==> config.mk <==
export PLATFORM = sky130hd
export DESIGN_NAME = tmrb_top
export DESIGN_NICKNAME = d
export VERILOG_FILES = /design/src/hw/tmrb_channel.v /design/src/hw/tmrb_top.v
export VERILOG_INCLUDE_DIRS = /design/src /design/src/hw
export SDC_FILE = /design/constraint.sdc
export NUM_CORES = 1
export LEC_CHECK = 0
export BUFFER_PORTS_ARGS = -buffer_cell sky130_fd_sc_hd__buf_2
export CORE_ASPECT_RATIO = 0.9
export CORE_UTILIZATION = 55
export CTS_BUF_LIST = sky130_fd_sc_hd__clkbuf_16
export CTS_CLUSTER_SIZE = 8
export DETAILED_ROUTE_END_ITERATION = 7
export PLACE_DENSITY = 0.73
export SLEW_MARGIN = 20
export SYNTH_ARGS = -nofsm -noshare
export SYNTH_HDL_FRONTEND = slang
export SYNTH_HIERARCHICAL = 1
export SYNTH_SLANG_ARGS = --single-unit
==> constraint.sdc <==
create_clock -name i_clk -period 5.3 [get_ports i_clk]
set_clock_uncertainty 0.05 [all_clocks]
set_input_delay 0.53 -clock i_clk [delete_from_list [all_inputs] [get_ports i_clk]]
set_output_delay 0.53 -clock i_clk [all_outputs]
set_load 0.02 [all_outputs]
==> src/hw/tmrb_regs.vh <==
// register map and field layout of the second timer unit
// assumes word-aligned apb access, byte address = 4 * index
`ifndef TMRB_REGS_VH
`define TMRB_REGS_VH
// register indices
`define TMRB_IDX_CTRL 8'h51
`define TMRB_IDX_CNTH 8'h52
`define TMRB_IDX_CNTL 8'h53
`define TMRB_IDX_MODH 8'h54
`define TMRB_IDX_MODL 8'h55
`define TMRB_IDX_SC0 8'h56
`define TMRB_IDX_CH0H 8'h57
`define TMRB_IDX_CH0L 8'h58
`define TMRB_IDX_SC1 8'h59
`define TMRB_IDX_CH1H 8'h5a
`define TMRB_IDX_CH1L 8'h5b
// timer_main_control fields
`define TMRB_CTRL_FLAG 7
`define TMRB_CTRL_IE 6
`define TMRB_CTRL_HALT 5
`define TMRB_CTRL_CLR 4
`define TMRB_CTRL_PS_HI 2
`define TMRB_CTRL_PS_LO 0
// channel control/status fields
`define TMRB_SC_FLAG 7
`define TMRB_SC_IE 6
`define TMRB_SC_MSB 5
`define TMRB_SC_MSA 4
`define TMRB_SC_ELSB 3
`define TMRB_SC_ELSA 2
`define TMRB_SC_TOV 1
`define TMRB_SC_MAX 0
// reset values
`define TMRB_RST_HALT 1'b1
`define TMRB_RST_PS 3'h0
`define TMRB_RST_MOD 16'hffff
`define TMRB_RST_CNT 16'h0000
// prescaler code that selects no clock
`define TMRB_PS_INVALID 3'h7
`endif

==> src/hw/tmrb_channel.v <==
// one capture/compare/pwm channel of the second timer unit
// assumes counter, tick and wrap pulses come from the same clock
`timescale 1ns/1ps
module tmrb_channel (
  input wire i_clk,
  input wire i_rst,
  input wire i_pin,
  input wire i_tick,
  input wire i_ovf,
  input wire [15:0] i_cnt,
  input wire [15:0] i_cmp_val,
  input wire i_cap_hold,
  input wire i_cmp_hold,
  input wire i_halt,
  input wire i_enable,
  input wire i_buffered,
  input wire i_msa,
  input wire [1:0] i_els,
  input wire i_tov,
  input wire i_max,
  output wire o_capture,
  output wire o_match,
  output reg o_pin,
  output wire o_pin_oe
);
  reg s1;
  reg s2;
  reg s3;
  reg filt;
  reg max_eff;
  wire els_on = (i_els != 2'h0);
  wire cap_mode = i_enable && els_on && !i_buffered && !i_msa;
  wire cmp_mode = i_enable && els_on && (i_buffered || i_msa);
  wire agree = (s2 == s3);
  wire rise = agree && s3 && !filt;
  wire fall = agree && !s3 && filt;
  wire edge_hit = (i_els == 2'h1) ? rise :
                  (i_els == 2'h2) ? fall : (rise || fall);

  // pin synchroniser and glitch filter
  always @(posedge i_clk or posedge i_rst) begin
    if (i_rst) begin
      s1 <= 1'b0;
      s2 <= 1'b0;
      s3 <= 1'b0;
      filt <= 1'b0;
    end else begin
      s1 <= i_pin;
      s2 <= s1;
      s3 <= s2;
      if (agree)
        filt <= s3;
    end
  end

  // capture hold while high byte read
  assign o_capture = cap_mode && !i_halt && !i_cap_hold && edge_hit;
  assign o_match = cmp_mode && i_tick && !i_cmp_hold && (i_cnt == i_cmp_val);
  // pin driven only in active mode
  assign o_pin_oe = cmp_mode;

  // output level, overflow toggle and full duty
  always @(posedge i_clk or posedge i_rst) begin
    if (i_rst) begin
      o_pin <= 1'b1;
      max_eff <= 1'b0;
    end else begin
      if (i_ovf)
        max_eff <= i_max;
      if (!els_on) begin
        o_pin <= !i_msa;
      end else if (cmp_mode) begin
        if (i_ovf && i_tov) begin
          o_pin <= !o_pin;
        end else if (max_eff && !i_tov) begin
          o_pin <= (i_els == 2'h3) ? 1'b0 : 1'b1;
        end else if (o_match) begin
          case (i_els)
            2'h1: o_pin <= !o_pin;
            2'h2: o_pin <= 1'b0;
            default: o_pin <= 1'b1;
          endcase
        end
      end
    end
  end
endmodule

==> src/hw/tmrb_top.v <==
// second timer unit: prescaler, wrap counter, two channels, apb slave
// assumes apb master on i_clk; channel pins come from outside the domain
`timescale 1ns/1ps
`include "tmrb_regs.vh"

// Overview of operation
// - halt plus clear holds counter at zero
// - divider select picks bus clock divide
// - high count read latches low byte
// - count bytes are read only
// - count zero after reset or clear
// - match with limit sets flag, restarts
// - limit high write blocks wrap flag
// - reset sets limit to all ones
// - channel flag on capture or match
// - flag clear by read then write zero
// - per channel irq enable gates request
// - buffered select only in channel zero
// - mode a picks compare or level
// - select 00 releases pin to port
// - capture edge chosen by select bits
// - compare action toggle, low or high
// - wrap toggle flips pin on overflow
// - overflow beats compare when coincident
// - full duty force from next period
// - high value read blocks captures
// - high value write blocks matches
// - value holds capture or compare value
// - halt bit stops counting, set by reset
// - clear bit zeroes counter and prescaler
module tmrb_top (
  input wire i_clk,
  input wire i_rst,
  input wire i_psel,
  input wire i_penable,
  input wire i_pwrite,
  input wire [11:0] i_paddr,
  input wire [31:0] i_pwdata,
  output reg [31:0] o_prdata,
  output wire o_pready,
  output wire o_pslverr,
  input wire [1:0] i_chan_pin,
  output wire [1:0] o_chan_pin,
  output wire [1:0] o_chan_pin_oe,
  output wire [1:0] o_chan_irq,
  output wire o_wrap_irq
);
  // main control and counter state
  reg halt;
  reg wrap_ie;
  reg [2:0] ps;
  reg wrap_flag;
  reg wrap_arm;
  reg [15:0] cnt;
  reg [5:0] presc;
  reg [15:0] modv;
  reg mod_pend;
  reg [7:0] cnt_lat;
  reg cnt_latd;
  // channel state, bit k is channel k
  reg [1:0] flag;
  reg [1:0] arm;
  reg [1:0] ie;
  reg msb0;
  reg [1:0] msa;
  reg [1:0] elsb;
  reg [1:0] elsa;
  reg [1:0] tov;
  reg [1:0] maxf;
  reg [1:0] cap_hold;
  reg [1:0] cmp_hold;
  reg [15:0] val0;
  reg [15:0] val1;
  reg buf_sel;
  reg buf_new;
  integer k;

  // apb decode
  wire [7:0] idx = i_paddr[9:2];
  wire acc = i_psel && i_penable;
  wire wr = acc && i_pwrite;
  wire rd = acc && !i_pwrite;
  wire [7:0] wd = i_pwdata[7:0];
  wire mapped = (i_paddr[1:0] == 2'h0) && (i_paddr[11:10] == 2'h0) &&
                (idx >= `TMRB_IDX_CTRL) && (idx <= `TMRB_IDX_CH1L);
  wire wr_ctrl = wr && mapped && (idx == `TMRB_IDX_CTRL);
  wire wr_modh = wr && mapped && (idx == `TMRB_IDX_MODH);
  wire wr_modl = wr && mapped && (idx == `TMRB_IDX_MODL);
  wire rd_cnth = rd && mapped && (idx == `TMRB_IDX_CNTH);
  wire rd_cntl = rd && mapped && (idx == `TMRB_IDX_CNTL);
  wire rd_ctrl = rd && mapped && (idx == `TMRB_IDX_CTRL);
  wire [1:0] wr_sc;
  wire [1:0] rd_sc;
  wire [1:0] wr_vh;
  wire [1:0] wr_vl;
  wire [1:0] rd_vh;
  wire [1:0] rd_vl;
  assign wr_sc = {wr && mapped && (idx == `TMRB_IDX_SC1),
                  wr && mapped && (idx == `TMRB_IDX_SC0)};
  assign rd_sc = {rd && mapped && (idx == `TMRB_IDX_SC1),
                  rd && mapped && (idx == `TMRB_IDX_SC0)};
  assign wr_vh = {wr && mapped && (idx == `TMRB_IDX_CH1H),
                  wr && mapped && (idx == `TMRB_IDX_CH0H)};
  assign wr_vl = {wr && mapped && (idx == `TMRB_IDX_CH1L),
                  wr && mapped && (idx == `TMRB_IDX_CH0L)};
  assign rd_vh = {rd && mapped && (idx == `TMRB_IDX_CH1H),
                  rd && mapped && (idx == `TMRB_IDX_CH0H)};
  assign rd_vl = {rd && mapped && (idx == `TMRB_IDX_CH1L),
                  rd && mapped && (idx == `TMRB_IDX_CH0L)};
  assign o_pready = 1'b1;
  assign o_pslverr = acc && !mapped;

  wire [6:0] div_mask = (7'h01 << ps) - 7'h01;
  wire tick = !halt && (ps != `TMRB_PS_INVALID) &&
              ((presc & div_mask[5:0]) == div_mask[5:0]);
  wire clr_cmd = wr_ctrl && wd[`TMRB_CTRL_CLR];
  wire wrap_ev = tick && (cnt == modv) && !clr_cmd;
  // wrap flag suppressed while limit split
  wire wrap_set = wrap_ev && !mod_pend;

  // channel wiring; ch1 parked while linked into buffered pair
  wire [1:0] cap_ev;
  wire [1:0] match_ev;
  wire [1:0] ev = cap_ev | match_ev;
  wire [1:0] pin_q;
  wire [1:0] pin_oe;
  wire [31:0] cmp_val = {val1, (msb0 && buf_sel) ? val1 : val0};
  wire [1:0] cmp_blk = {cmp_hold[1],
                        (msb0 && buf_sel) ? cmp_hold[1] : cmp_hold[0]};
  wire [1:0] ch_en = {!msb0, 1'b1};
  wire [1:0] buf_md = {1'b0, msb0};

  // one instance per channel
  genvar g;
  generate
    for (g = 0; g < 2; g = g + 1) begin : gch
      tmrb_channel u_ch (
        .i_clk(i_clk),
        .i_rst(i_rst),
        .i_pin(i_chan_pin[g]),
        .i_tick(tick),
        .i_ovf(wrap_ev),
        .i_cnt(cnt),
        .i_cmp_val(cmp_val[16*g+15:16*g]),
        .i_cap_hold(cap_hold[g]),
        .i_cmp_hold(cmp_blk[g]),
        .i_halt(halt),
        .i_enable(ch_en[g]),
        .i_buffered(buf_md[g]),
        .i_msa(msa[g]),
        .i_els({elsb[g], elsa[g]}),
        .i_tov(tov[g]),
        .i_max(maxf[g]),
        .o_capture(cap_ev[g]),
        .o_match(match_ev[g]),
        .o_pin(pin_q[g]),
        .o_pin_oe(pin_oe[g])
      );
    end
  endgenerate

  assign o_chan_pin = pin_q;
  assign o_chan_pin_oe = pin_oe;
  assign o_chan_irq = flag & ie;
  assign o_wrap_irq = wrap_flag && wrap_ie;

  // prescaler, counter and main control
  always @(posedge i_clk or posedge i_rst) begin
    if (i_rst) begin
      halt <= `TMRB_RST_HALT;
      wrap_ie <= 1'b0;
      ps <= `TMRB_RST_PS;
      cnt <= `TMRB_RST_CNT;
      presc <= 6'h00;
      wrap_flag <= 1'b0;
      wrap_arm <= 1'b0;
      modv <= `TMRB_RST_MOD;
      mod_pend <= 1'b0;
      cnt_lat <= 8'h00;
      cnt_latd <= 1'b0;
    end else begin
      if (wr_ctrl) begin
        halt <= wd[`TMRB_CTRL_HALT];
        wrap_ie <= wd[`TMRB_CTRL_IE];
        ps <= wd[`TMRB_CTRL_PS_HI:`TMRB_CTRL_PS_LO];
      end
      if (clr_cmd) begin
        cnt <= 16'h0000;
        presc <= 6'h00;
      end else if (!halt) begin
        presc <= presc + 6'h01;
        if (wrap_ev)
          cnt <= 16'h0000;
        else if (tick)
          cnt <= cnt + 16'h0001;
      end
      // wrap flag: set wins over a pending clear
      if (rd_ctrl && wrap_flag)
        wrap_arm <= 1'b1;
      if (wrap_set) begin
        wrap_flag <= 1'b1;
        wrap_arm <= 1'b0;
      end else if (wr_ctrl) begin
        if (!wd[`TMRB_CTRL_FLAG] && wrap_arm)
          wrap_flag <= 1'b0;
        wrap_arm <= 1'b0;
      end
      if (wr_modh) begin
        modv[15:8] <= wd;
        mod_pend <= 1'b1;
      end
      if (wr_modl) begin
        modv[7:0] <= wd;
        mod_pend <= 1'b0;
      end
      // low byte held after high read
      if (rd_cnth && !cnt_latd) begin
        cnt_lat <= cnt[7:0];
        cnt_latd <= 1'b1;
      end else if (rd_cntl) begin
        cnt_latd <= 1'b0;
      end
    end
  end

  // channel control, flags and value registers
  always @(posedge i_clk or posedge i_rst) begin
    if (i_rst) begin
      flag <= 2'h0;
      arm <= 2'h0;
      ie <= 2'h0;
      msb0 <= 1'b0;
      msa <= 2'h0;
      elsb <= 2'h0;
      elsa <= 2'h0;
      tov <= 2'h0;
      maxf <= 2'h0;
      cap_hold <= 2'h0;
      cmp_hold <= 2'h0;
      // values have no defined reset, zero chosen
      val0 <= 16'h0000;
      val1 <= 16'h0000;
      buf_sel <= 1'b0;
      buf_new <= 1'b0;
    end else begin
      for (k = 0; k < 2; k = k + 1) begin
        if (rd_sc[k] && flag[k])
          arm[k] <= 1'b1;
        // clear only after armed read, event wins
        if (ev[k]) begin
          flag[k] <= 1'b1;
          arm[k] <= 1'b0;
        end else if (wr_sc[k]) begin
          if (!wd[`TMRB_SC_FLAG] && arm[k])
            flag[k] <= 1'b0;
          arm[k] <= 1'b0;
        end
        if (wr_sc[k]) begin
          ie[k] <= wd[`TMRB_SC_IE];
          msa[k] <= wd[`TMRB_SC_MSA];
          elsb[k] <= wd[`TMRB_SC_ELSB];
          elsa[k] <= wd[`TMRB_SC_ELSA];
          tov[k] <= wd[`TMRB_SC_TOV];
          maxf[k] <= wd[`TMRB_SC_MAX];
        end
        // high read in capture mode holds
        if (rd_vh[k] && !msa[k] && !(k == 0 && msb0))
          cap_hold[k] <= 1'b1;
        else if (rd_vl[k])
          cap_hold[k] <= 1'b0;
        if (wr_vh[k])
          cmp_hold[k] <= 1'b1;
        else if (wr_vl[k])
          cmp_hold[k] <= 1'b0;
      end
      // buffered select lives in channel zero only
      if (wr_sc[0])
        msb0 <= wd[`TMRB_SC_MSB];
      // capture stores count, writes set compare
      if (cap_ev[0])
        val0 <= cnt;
      else if (wr_vh[0])
        val0[15:8] <= wd;
      else if (wr_vl[0])
        val0[7:0] <= wd;
      if (cap_ev[1])
        val1 <= cnt;
      else if (wr_vh[1])
        val1[15:8] <= wd;
      else if (wr_vl[1])
        val1[7:0] <= wd;
      // buffered pair: swap to the freshly written set at wrap
      if (!msb0) begin
        buf_sel <= 1'b0;
        buf_new <= 1'b0;
      end else if (wrap_ev && buf_new) begin
        buf_sel <= !buf_sel;
        buf_new <= 1'b0;
      end else if ((buf_sel && wr_vl[0]) || (!buf_sel && wr_vl[1])) begin
        buf_new <= 1'b1;
      end
    end
  end

  // read data captured in the setup cycle
  always @(posedge i_clk or posedge i_rst) begin
    if (i_rst) begin
      o_prdata <= 32'h00000000;
    end else if (i_psel && !i_penable) begin
      o_prdata <= 32'h00000000;
      if (idx == `TMRB_IDX_CTRL)
        o_prdata[7:0] <= {wrap_flag, wrap_ie, halt, 2'h0, ps};
      else if (idx == `TMRB_IDX_CNTH)
        o_prdata[7:0] <= cnt[15:8];
      else if (idx == `TMRB_IDX_CNTL)
        o_prdata[7:0] <= cnt_latd ? cnt_lat : cnt[7:0];
      else if (idx == `TMRB_IDX_MODH)
        o_prdata[7:0] <= modv[15:8];
      else if (idx == `TMRB_IDX_MODL)
        o_prdata[7:0] <= modv[7:0];
      else if (idx == `TMRB_IDX_SC0)
        o_prdata[7:0] <= {flag[0], ie[0], msb0, msa[0], elsb[0], elsa[0],
                          tov[0], maxf[0]};
      else if (idx == `TMRB_IDX_CH0H)
        o_prdata[7:0] <= val0[15:8];
      else if (idx == `TMRB_IDX_CH0L)
        o_prdata[7:0] <= val0[7:0];
      else if (idx == `TMRB_IDX_SC1)
        o_prdata[7:0] <= {flag[1], ie[1], 1'b0, msa[1], elsb[1], elsa[1],
                          tov[1], maxf[1]};
      else if (idx == `TMRB_IDX_CH1H)
        o_prdata[7:0] <= val1[15:8];
      else if (idx == `TMRB_IDX_CH1L)
        o_prdata[7:0] <= val1[7:0];
    end
  end
  // count registers have no write path
endmodule

==> results.txt, run 1 <==
The die width is 131 um. The peak supply drop came out at 0.218 mV. The number of setup violations in the final report is 0. The area growth from synthesis to layout is 10.2%. The post-place setup slack came out at 1.70 ns. The count of cells resized by post-cts repair came out at 0. The setup check on the worst reg-to-reg path leaves a slack of 2.00 ns. The count of cells along the worst register-to-register path came out at 10.

STA classifies the critical path startpoint as a flop. The vias after detailed routing is 6959. The fraction of layout cells with a size suffix above 1 is 23.4%. The start of the worst register-to-register path is halt. Setup repair after global routing left no endpoint under its margin. The part of the cycle the worst path needs came out at 62.3%. The final instance area is 0.00905 mm2.

The highest-delay cell along the critical path is sky130_fd_sc_hd__dfstp_2. In this design, the stage delay of the slowest critical-path cell is 0.68 ns. TritonCTS built the clock tree.

The net count reported at finish is 921. The maximum number of pins on one net before global-route repair came out at 82. The number of cells after detailed placement came out at 1038. The critical path goes through and3b_1 > a31o_2 > nand3_1 > nor2_1 > nand2_1 > inv_1 > mux2_2 > nand2_1 > o41a_1 > mux2_1. During synthesis, Yosys emitted a total of 6 warnings. The max capacitance violation total came out at 0. The worst setup path is captured at a flop. The final hold slack is 0.0189 ns. The starting utilization of the core area came out at 57.4%. The parity-gate share of the synthesized area counting xor and xnor cells came out at 6.40%. The die is 118 um tall. The fraction of synthesis flops using an asynchronous set or reset pin came out at 100%. The worst register-to-register path ends at gch[1].u_ch/o_pin. The non-filler instance count after layout is 1070. The cell type group with the largest total delay on the critical path is simple AND/OR/NAND/NOR gates. The transition time at the pin with the least slew margin is 1.00 ns. The final max-slew violation count is 0. The number of antenna violations at the first check in global routing came out at 0. The synthesized netlist devotes 13.5% of its cell area to compound gates. For the worst-skew pair, the clock arrives at the later sink with an insertion delay of 0.43 ns. The DRC marker count from the first detailed-route iteration came out at 785. The DRC violation count after routing came out at 0.

The area of the die is 0.0154 mm2. The standard-cell row count came out at 41. In this run the worst hold path is classified as primary input to asynchronous set/reset pin. Among all flip-flop cells after synthesis, the most frequent one is sky130_fd_sc_hd__dfrtp_1. The time the final worst path needs with I/O delays and setup came out at 3.30 ns. The part of the Yosys area used for sequential elements came out at 39.9%. The number of input and output port buffers inserted came out at 42.

The post-synthesis area per instance came out at 9.71 um2. The total setup buffers inserted after CTS came out at 0. The critical setup path kind is flop to flop.

The fmax is 303 MHz. The end-of-flow core utilization came out at 63.3%. The final total power is 2.67 mW. The number of enable-type register cells in the synthesized netlist is 0. Clock tree synthesis inserted a total of 17 buffers.

The synthesized instance count is 846. The final-layout setup total negative slack came out at 0 ns. The number of unique standard cell types used by synthesis came out at 76. The power per unit of standard cell area is 295 mW/mm2. The root buffer selected by CTS is sky130_fd_sc_hd__clkbuf_16. The antenna cell count is 0.

The core region area is 0.0143 mm2. The final worst-path setup slack came out at 2.00 ns. Of the total synthesized cell area, the portion taken by full adders, half adders and majority gates is 0.914%. In this design, the critical path's most frequently occurring cell is sky130_fd_sc_hd__nand2_1. By area, the combinational part of the netlist is dominated by simple AND/OR/NAND/NOR gates. For the worst setup path, the data required time is 5.60 ns. The met3 demand-to-capacity share in global routing came out at 9.73%. The via count of the first global-routing pass came out at 6608. The first detailed-routing pass ran for 5 iterations. In this run the most used layer during global routing was met2. Of the total synthesized cell area, the portion taken by AND, OR, NAND and NOR gates is 18.1%. The clock drives 130 sinks. The number of levels the H-tree was split into came out at 4. The proportion of synthesized area in mux cells is 15.2%. Headroom to the max-slew limit came out at 33.0%. The via count normalized by instance count is 6.50. The static leakage came out at 4.14 nW. The run finished with clean final reports. Clock-pin slew was measured on the worst setup and hold paths at 0.06 ns. 92 I/O pins were placed. The cell area after placement is 0.00843 mm2. The total overflow left after global routing is 0. For this block, the routed nets add up to 25400 um of wire.

In this run, synthesis produced a sequential element count of 130. The total routing resource utilization after global routing is 34.4%. The count of nets left with antenna violations after detail routing is 0.

Counting along the longest clock path gives a buffer depth of 2. The detail-routed net length per standard cell is 23.8 um. The count of endpoints failing hold in the final timing report is 0.

The number of hold-repair buffers added at the cts stage is 0. The met2 layer usage reported by global route came out at 49.8%. In this run the worst path has a maximum fanout of 20. The met1 demand-to-capacity share in global routing came out at 47.7%. The worst endpoint data arrival time came out at 3.60 ns.

The global-route wire length before repair came out at 38600 um. The HPWL after detailed placement came out at 17700 um. The congestion estimate from routability-driven global placement came to 0.962.

The area of the mapped netlist came out at 0.00821 mm2. The number of filler cells placed in the layout is 1199. The number of buffers and inverters on the critical path is 1.
## state kept, by name, summed over array words and instances, names as in the netlist, 3 cells and up
register,cells
cnt,16
modv,16
val0,16
val1,16
cnt_lat,8
o_prdata,8
presc,6
ps,3
## report_power, final
part,internal (mW),switching (mW),total (mW)
sequential,1.03,0.0940,1.12
combinational,0.105,0.200,0.305
clock,0.783,0.458,1.24
## cells by family after synthesis
kind of cell	Yosys count
simple gates	272
compound gates	178
flops	130
mux	102
buf+inv	96
xor+xnor	60
fa+ha+maj	6
other cells	2
## per-layer routing
layer | wire [um] | up-vias
met5 | 0 | -
met4 | 910 | 0
met3 | 2640 | 69
met2 | 11200 | 426
met1 | 10700 | 3445
li1 | - | 3019
## cell type report
| type | count | area, um2 | share of cell area [%] |
|---|---|---|---|
| clock inverter | 15 | 191 | 2.11 |
| clock buffer | 17 | 425 | 4.70 |
| multi-input combinational | 645 | 4560 | 50.4 |
| timing repair buffer | 52 | 285 | 3.15 |
| tap | 193 | 241 | 2.67 |
| inverter | 18 | 72.6 | 0.802 |
| sequential | 130 | 3280 | 36.2 |
## worst max path at each step
stage | startpoint | endpoint | slack [ns] | depth (start not counted)
final | halt | gch[1].u_ch/o_pin | 2.00 | 10
after floorplan | i_rst | arm[0] | 1.62 | 1
after global routing | halt | gch[1].u_ch/o_pin | 1.83 | 10
after CTS | presc[1] | cnt[8] | 1.93 | 6
after global placement | i_paddr[2] | gch[1].u_ch/o_pin | 1.77 | 10
after detailed placement | i_paddr[2] | gch[1].u_ch/o_pin | 1.70 | 10
## cells in the final DEF (no fill, tap or decap), drive strengths merged, types with 16 or more instances in the layout
master / instances
nor2b: 37
nor4: 17
buf: 52
dfstp: 19
o21ai: 41
xnor2: 18
nand2: 83
xor2: 42
dfrtp: 111
clkbuf: 17
nand3: 19
inv: 21
a31oi: 29
a21oi: 55
conb: 27
nor2: 40
mux2i: 16
mux2: 78
## synth_stat cells (all sizes together), types with 6 or more instances
cell / n / area share, %
a21o: 6 / 0.55
a21oi: 55 / 3.4
a31oi: 29 / 2.2
and2: 7 / 0.53
and3: 9 / 0.69
buf: 44 / 3.6
clkbuf: 34 / 1.6
dfrtp: 111 / 34
dfstp: 19 / 6.1
ha: 6 / 0.91
inv: 18 / 0.82
mux2: 78 / 11
mux2i: 16 / 1.9
mux4: 8 / 2.2
nand2: 83 / 3.8
nand2b: 7 / 0.53
nand3: 19 / 1.2
nand3b: 6 / 0.55
nand4: 8 / 0.76
nor2: 40 / 1.9
nor2b: 37 / 2.8
nor3: 13 / 0.85
nor4: 17 / 1.8
o21ai: 41 / 2.6
xnor2: 18 / 1.9
xor2: 42 / 4.5
Note: power is estimated with default switching activity, not from simulation.
==> run 2: changes to the inputs <==
- CORE_UTILIZATION: 55 -> 54
- PLACE_DENSITY: 0.73 -> 0.74
- clock period: 5.3 -> 2.86 ns (I/O delays scaled with it)
==> run 2 against run 1 <==
Net effect: sequential power grew 76%; register-to-register slack lost 1.9 ns; final area grew 4.2%; largest power group unchanged; utilization grew 0.60 points; die area grew 1.8%; clock power grew 100%; first-iteration DRC count grew 18%; cell count grew 4.3%; largest cell class unchanged; hold slack gained 0.18 ns; critical path type unchanged; combinational power grew 140%; global-route usage shrank 0.73 points; power grew 94%.
==> results.txt, run 2 (synthesized netlist as in run 1, its figures left out) <==
The run finished with clean final reports. The maximum count of clock buffers along a single path is 2 (unchanged). The detail-routed net length per standard cell came out at 22.6 um (-4.9%).

The time the final worst path needs with I/O delays and setup was 2.76 ns (-0.544 ns). The die height is 119 um (+0.91%). The total wire length after detailed routing was 25200 um (-0.77%). The headroom to the max-slew limit was 49.7% (+17 points). The terminating pin of the worst hold path is modv[8].

The number of levels the H-tree was split into is 4 (unchanged). In this run the critical register-to-register path is launched from modv[1]. The worst endpoint data arrival time is 3.07 ns (-0.53 ns).

The worst hold path begins at i_pwdata[0]. The combinational cell fraction of total power came out at 14.2% (+2.8 points). The vias after detailed routing is 7057 (+1.4%). The starting utilization of the core area is 55.6% (-1.8 points).

STA classifies the critical path startpoint as a flop. The reg-to-reg critical path endpoint is gch[0].u_ch/o_pin. The critical path data required time came to 3.17 ns (-2.43 ns). The power per unit of standard cell area came to 550 mW/mm2 (+87%).

The final max-slew violation count is 0 (unchanged). The HPWL after detailed placement is 17300 um (-2.0%). The fraction of layout cells with a size suffix above 1 came out at 26.4% (+3.0 points).

The number of antenna violations at the first check in global routing is 0 (unchanged). The number of setup violations in the final report came out at 0 (unchanged). The transition time at the pin with the least slew margin came out at 0.754 ns (-0.248 ns). The maximum number of pins on one net before global-route repair is 116 (+41%).

The count of nets left with antenna violations after detail routing came to 0 (unchanged). The class of the most critical hold timing path is primary input to flop. The max capacitance violation total is 0 (unchanged). The total routing resource utilization after global routing is 33.6% (-0.73 points).

The count of endpoints failing hold in the final timing report came to 0 (unchanged). The end-of-flow core utilization was 63.9% (+0.60 points). The global placer's final weighted congestion was 0.968 (+0.60%). The number of buffers created by CTS came out at 17 (unchanged).

The count of cells along the worst register-to-register path is 11 (+1). The source-to-sink clock delay at the later pin of the worst-skew pair was 0.43 ns (about the same). The worst setup path is captured at a flop.

The worst setup path is of the flop to flop kind. The DRC violation count after routing was 0 (unchanged). The global-route wire length before repair is 38900 um (+0.96%).

The clock transition time at the flip-flop clock pins of the worst setup and hold paths is 0.06 ns (about the same). The peak supply drop came out at 0.420 mV (+93%). The standard-cell row count came out at 42 (+2.4%). The die width came out at 132 um (+0.91%). The total iterations of the first detailed-routing run came out at 7 (+2).

The global-route congestion overflow total came out at 0 (unchanged). The startpoint of the worst setup timing path is modv[1]. The share of total power consumed by net switching is 27.1% (-1.0 points). In the layout the commonest cells are sky130_fd_sc_hd__dfrtp_1, sky130_fd_sc_hd__nand2_1, sky130_fd_sc_hd__mux2_2. The power share of the clock group was 47.9% (+1.4 points).

The via count normalized by instance count is 6.32 (-2.8%). The register-to-register setup slack came out at 0.10 ns (-1.90 ns). The core region area came out at 0.0148 mm2 (+3.2%). The area of the die came out at 0.0157 mm2 (+1.8%).

The total net switching power came out at 1.41 mW (+87%). The via count of the first global-routing pass came to 6582 (-0.39%). The antenna cell count is 0 (unchanged). The tree is rooted in a sky130_fd_sc_hd__clkbuf_16. The total I/O pin count came to 92 (unchanged). The worst hold path passes through 3 cells. The cell-internal power is 3.78 mW (+97%). The static leakage came out at 4.36 nW (+5.3%). The area overhead of the layout relative to synthesis is 14.8%. The net count reported at finish came to 962 (+4.5%). The portion of total power attributed to sequential cells was 38.0% (-4.1 points). The number of input and output port buffers inserted is 42 (unchanged). The number of clock sinks came out at 130 (unchanged). The most common library cell in the layout ignoring fill and taps is sky130_fd_sc_hd__dfrtp_1.

The DRC marker count from the first detailed-route iteration is 929 (+18%). Setup repair after global routing left no endpoint under its margin. The peak fanout along the critical path is 6 (-70%).

TritonCTS built the clock tree. The fmax came out at 363 MHz (+20%). The final-layout setup total negative slack came out at 0 ns (unchanged). The part of the cycle the worst path needs was 96.4% (+34 points).
## run 2: cell count changes in the layout (fill, tap and decap cells not counted), sizes merged
cell         before  now
inv              21   19
dlygate4sd3       0    3
bufinv            4    6
clkinvlp          3    6
clkinv            5    2
buf              52   90
## run 2: final cells by class
class / instances / area [um2]
clock buffers: 17 / 425
clock inverters: 15 / 239
fillers: 1177 / 5340
inverters: 18 / 71.3
multi-input cells: 645 / 4560
flip-flops and latches: 130 / 3280
well taps: 198 / 248
repair buffers: 93 / 613
## run 2: stage by stage
| step | setup slack (ns) | hold slack, ns | std cells | total power, mW | instance area (um2) |
|---|---|---|---|---|---|
| 3_3_place_gp | 0.202 | 0.160 | 1081 | 2.70 | 8730 |
| 4_1_cts | 0.128 | 0.169 | 1116 | 5.19 | 9420 |
| 5_1_grt | 0.0116 | 0.230 | 1116 | 5.36 | 9430 |
| 6_report | 0.102 | 0.204 | 1116 | 5.19 | 9430 |
| 2_1_floorplan | 0.185 | 0.0262 | 871 | 2.46 | 8310 |
| 3_5_place_dp | 0.173 | 0.165 | 1081 | 2.70 | 8730 |
## run 2: timing repair
| item | 4_1_cts | 5_1_grt |
|---|---|---|
| gates resized for setup | 0 | 1 |
| setup endpoints to repair | 0 | 1 |
| endpoints found under the hold margin | 17 | 0 |
| buffers inserted | 0 | 0 |
| hold buffers | 3 | 0 |
## run 2: power groups by stage
stage	registers, mW	clock network, mW	logic (mW)
2_1_floorplan	2.00	0	0.460
3_3_place_gp	2.00	0	0.695
3_5_place_dp	2.00	0	0.702
4_1_cts	1.97	2.50	0.713
5_1_grt	1.98	2.59	0.789
6_report	1.97	2.48	0.735
## run 2: worst max path at each step
stage	end	slack, ns
after global placement	gch[1].u_ch/o_pin	0.20
final	gch[0].u_ch/o_pin	0.10
after floorplan	gch[0].u_ch/o_pin	0.18
after global routing	gch[0].u_ch/o_pin	0.01
after CTS	gch[0].u_ch/o_pin	0.13
after detailed placement	gch[1].u_ch/o_pin	0.17
## run 2: critical path, cell delays in order, from the launching register on
cell and delay, ns:
sky130_fd_sc_hd__dfstp_2 0.58, sky130_fd_sc_hd__xor2_1 0.10, sky130_fd_sc_hd__nor4_1 0.34, sky130_fd_sc_hd__nand4_1 0.24, sky130_fd_sc_hd__nor2_1 0.21, sky130_fd_sc_hd__nand2_1 0.15, sky130_fd_sc_hd__inv_1 0.21, sky130_fd_sc_hd__buf_4 0.16
sky130_fd_sc_hd__o22ai_1 0.05, sky130_fd_sc_hd__a21oi_1 0.15, sky130_fd_sc_hd__o311ai_0 0.13, sky130_fd_sc_hd__mux2_1 0.31
## run 2: routing by layer
layer / up-vias / GRT usage [%] / wire length (um)
met5: - / 0 / 0
met4: 0 / 15.6 / 1050
met3: 81 / 10.8 / 2980
met2: 434 / 47.9 / 10700
met1: 3446 / 46.4 / 10500
li1: 3096 / - / -
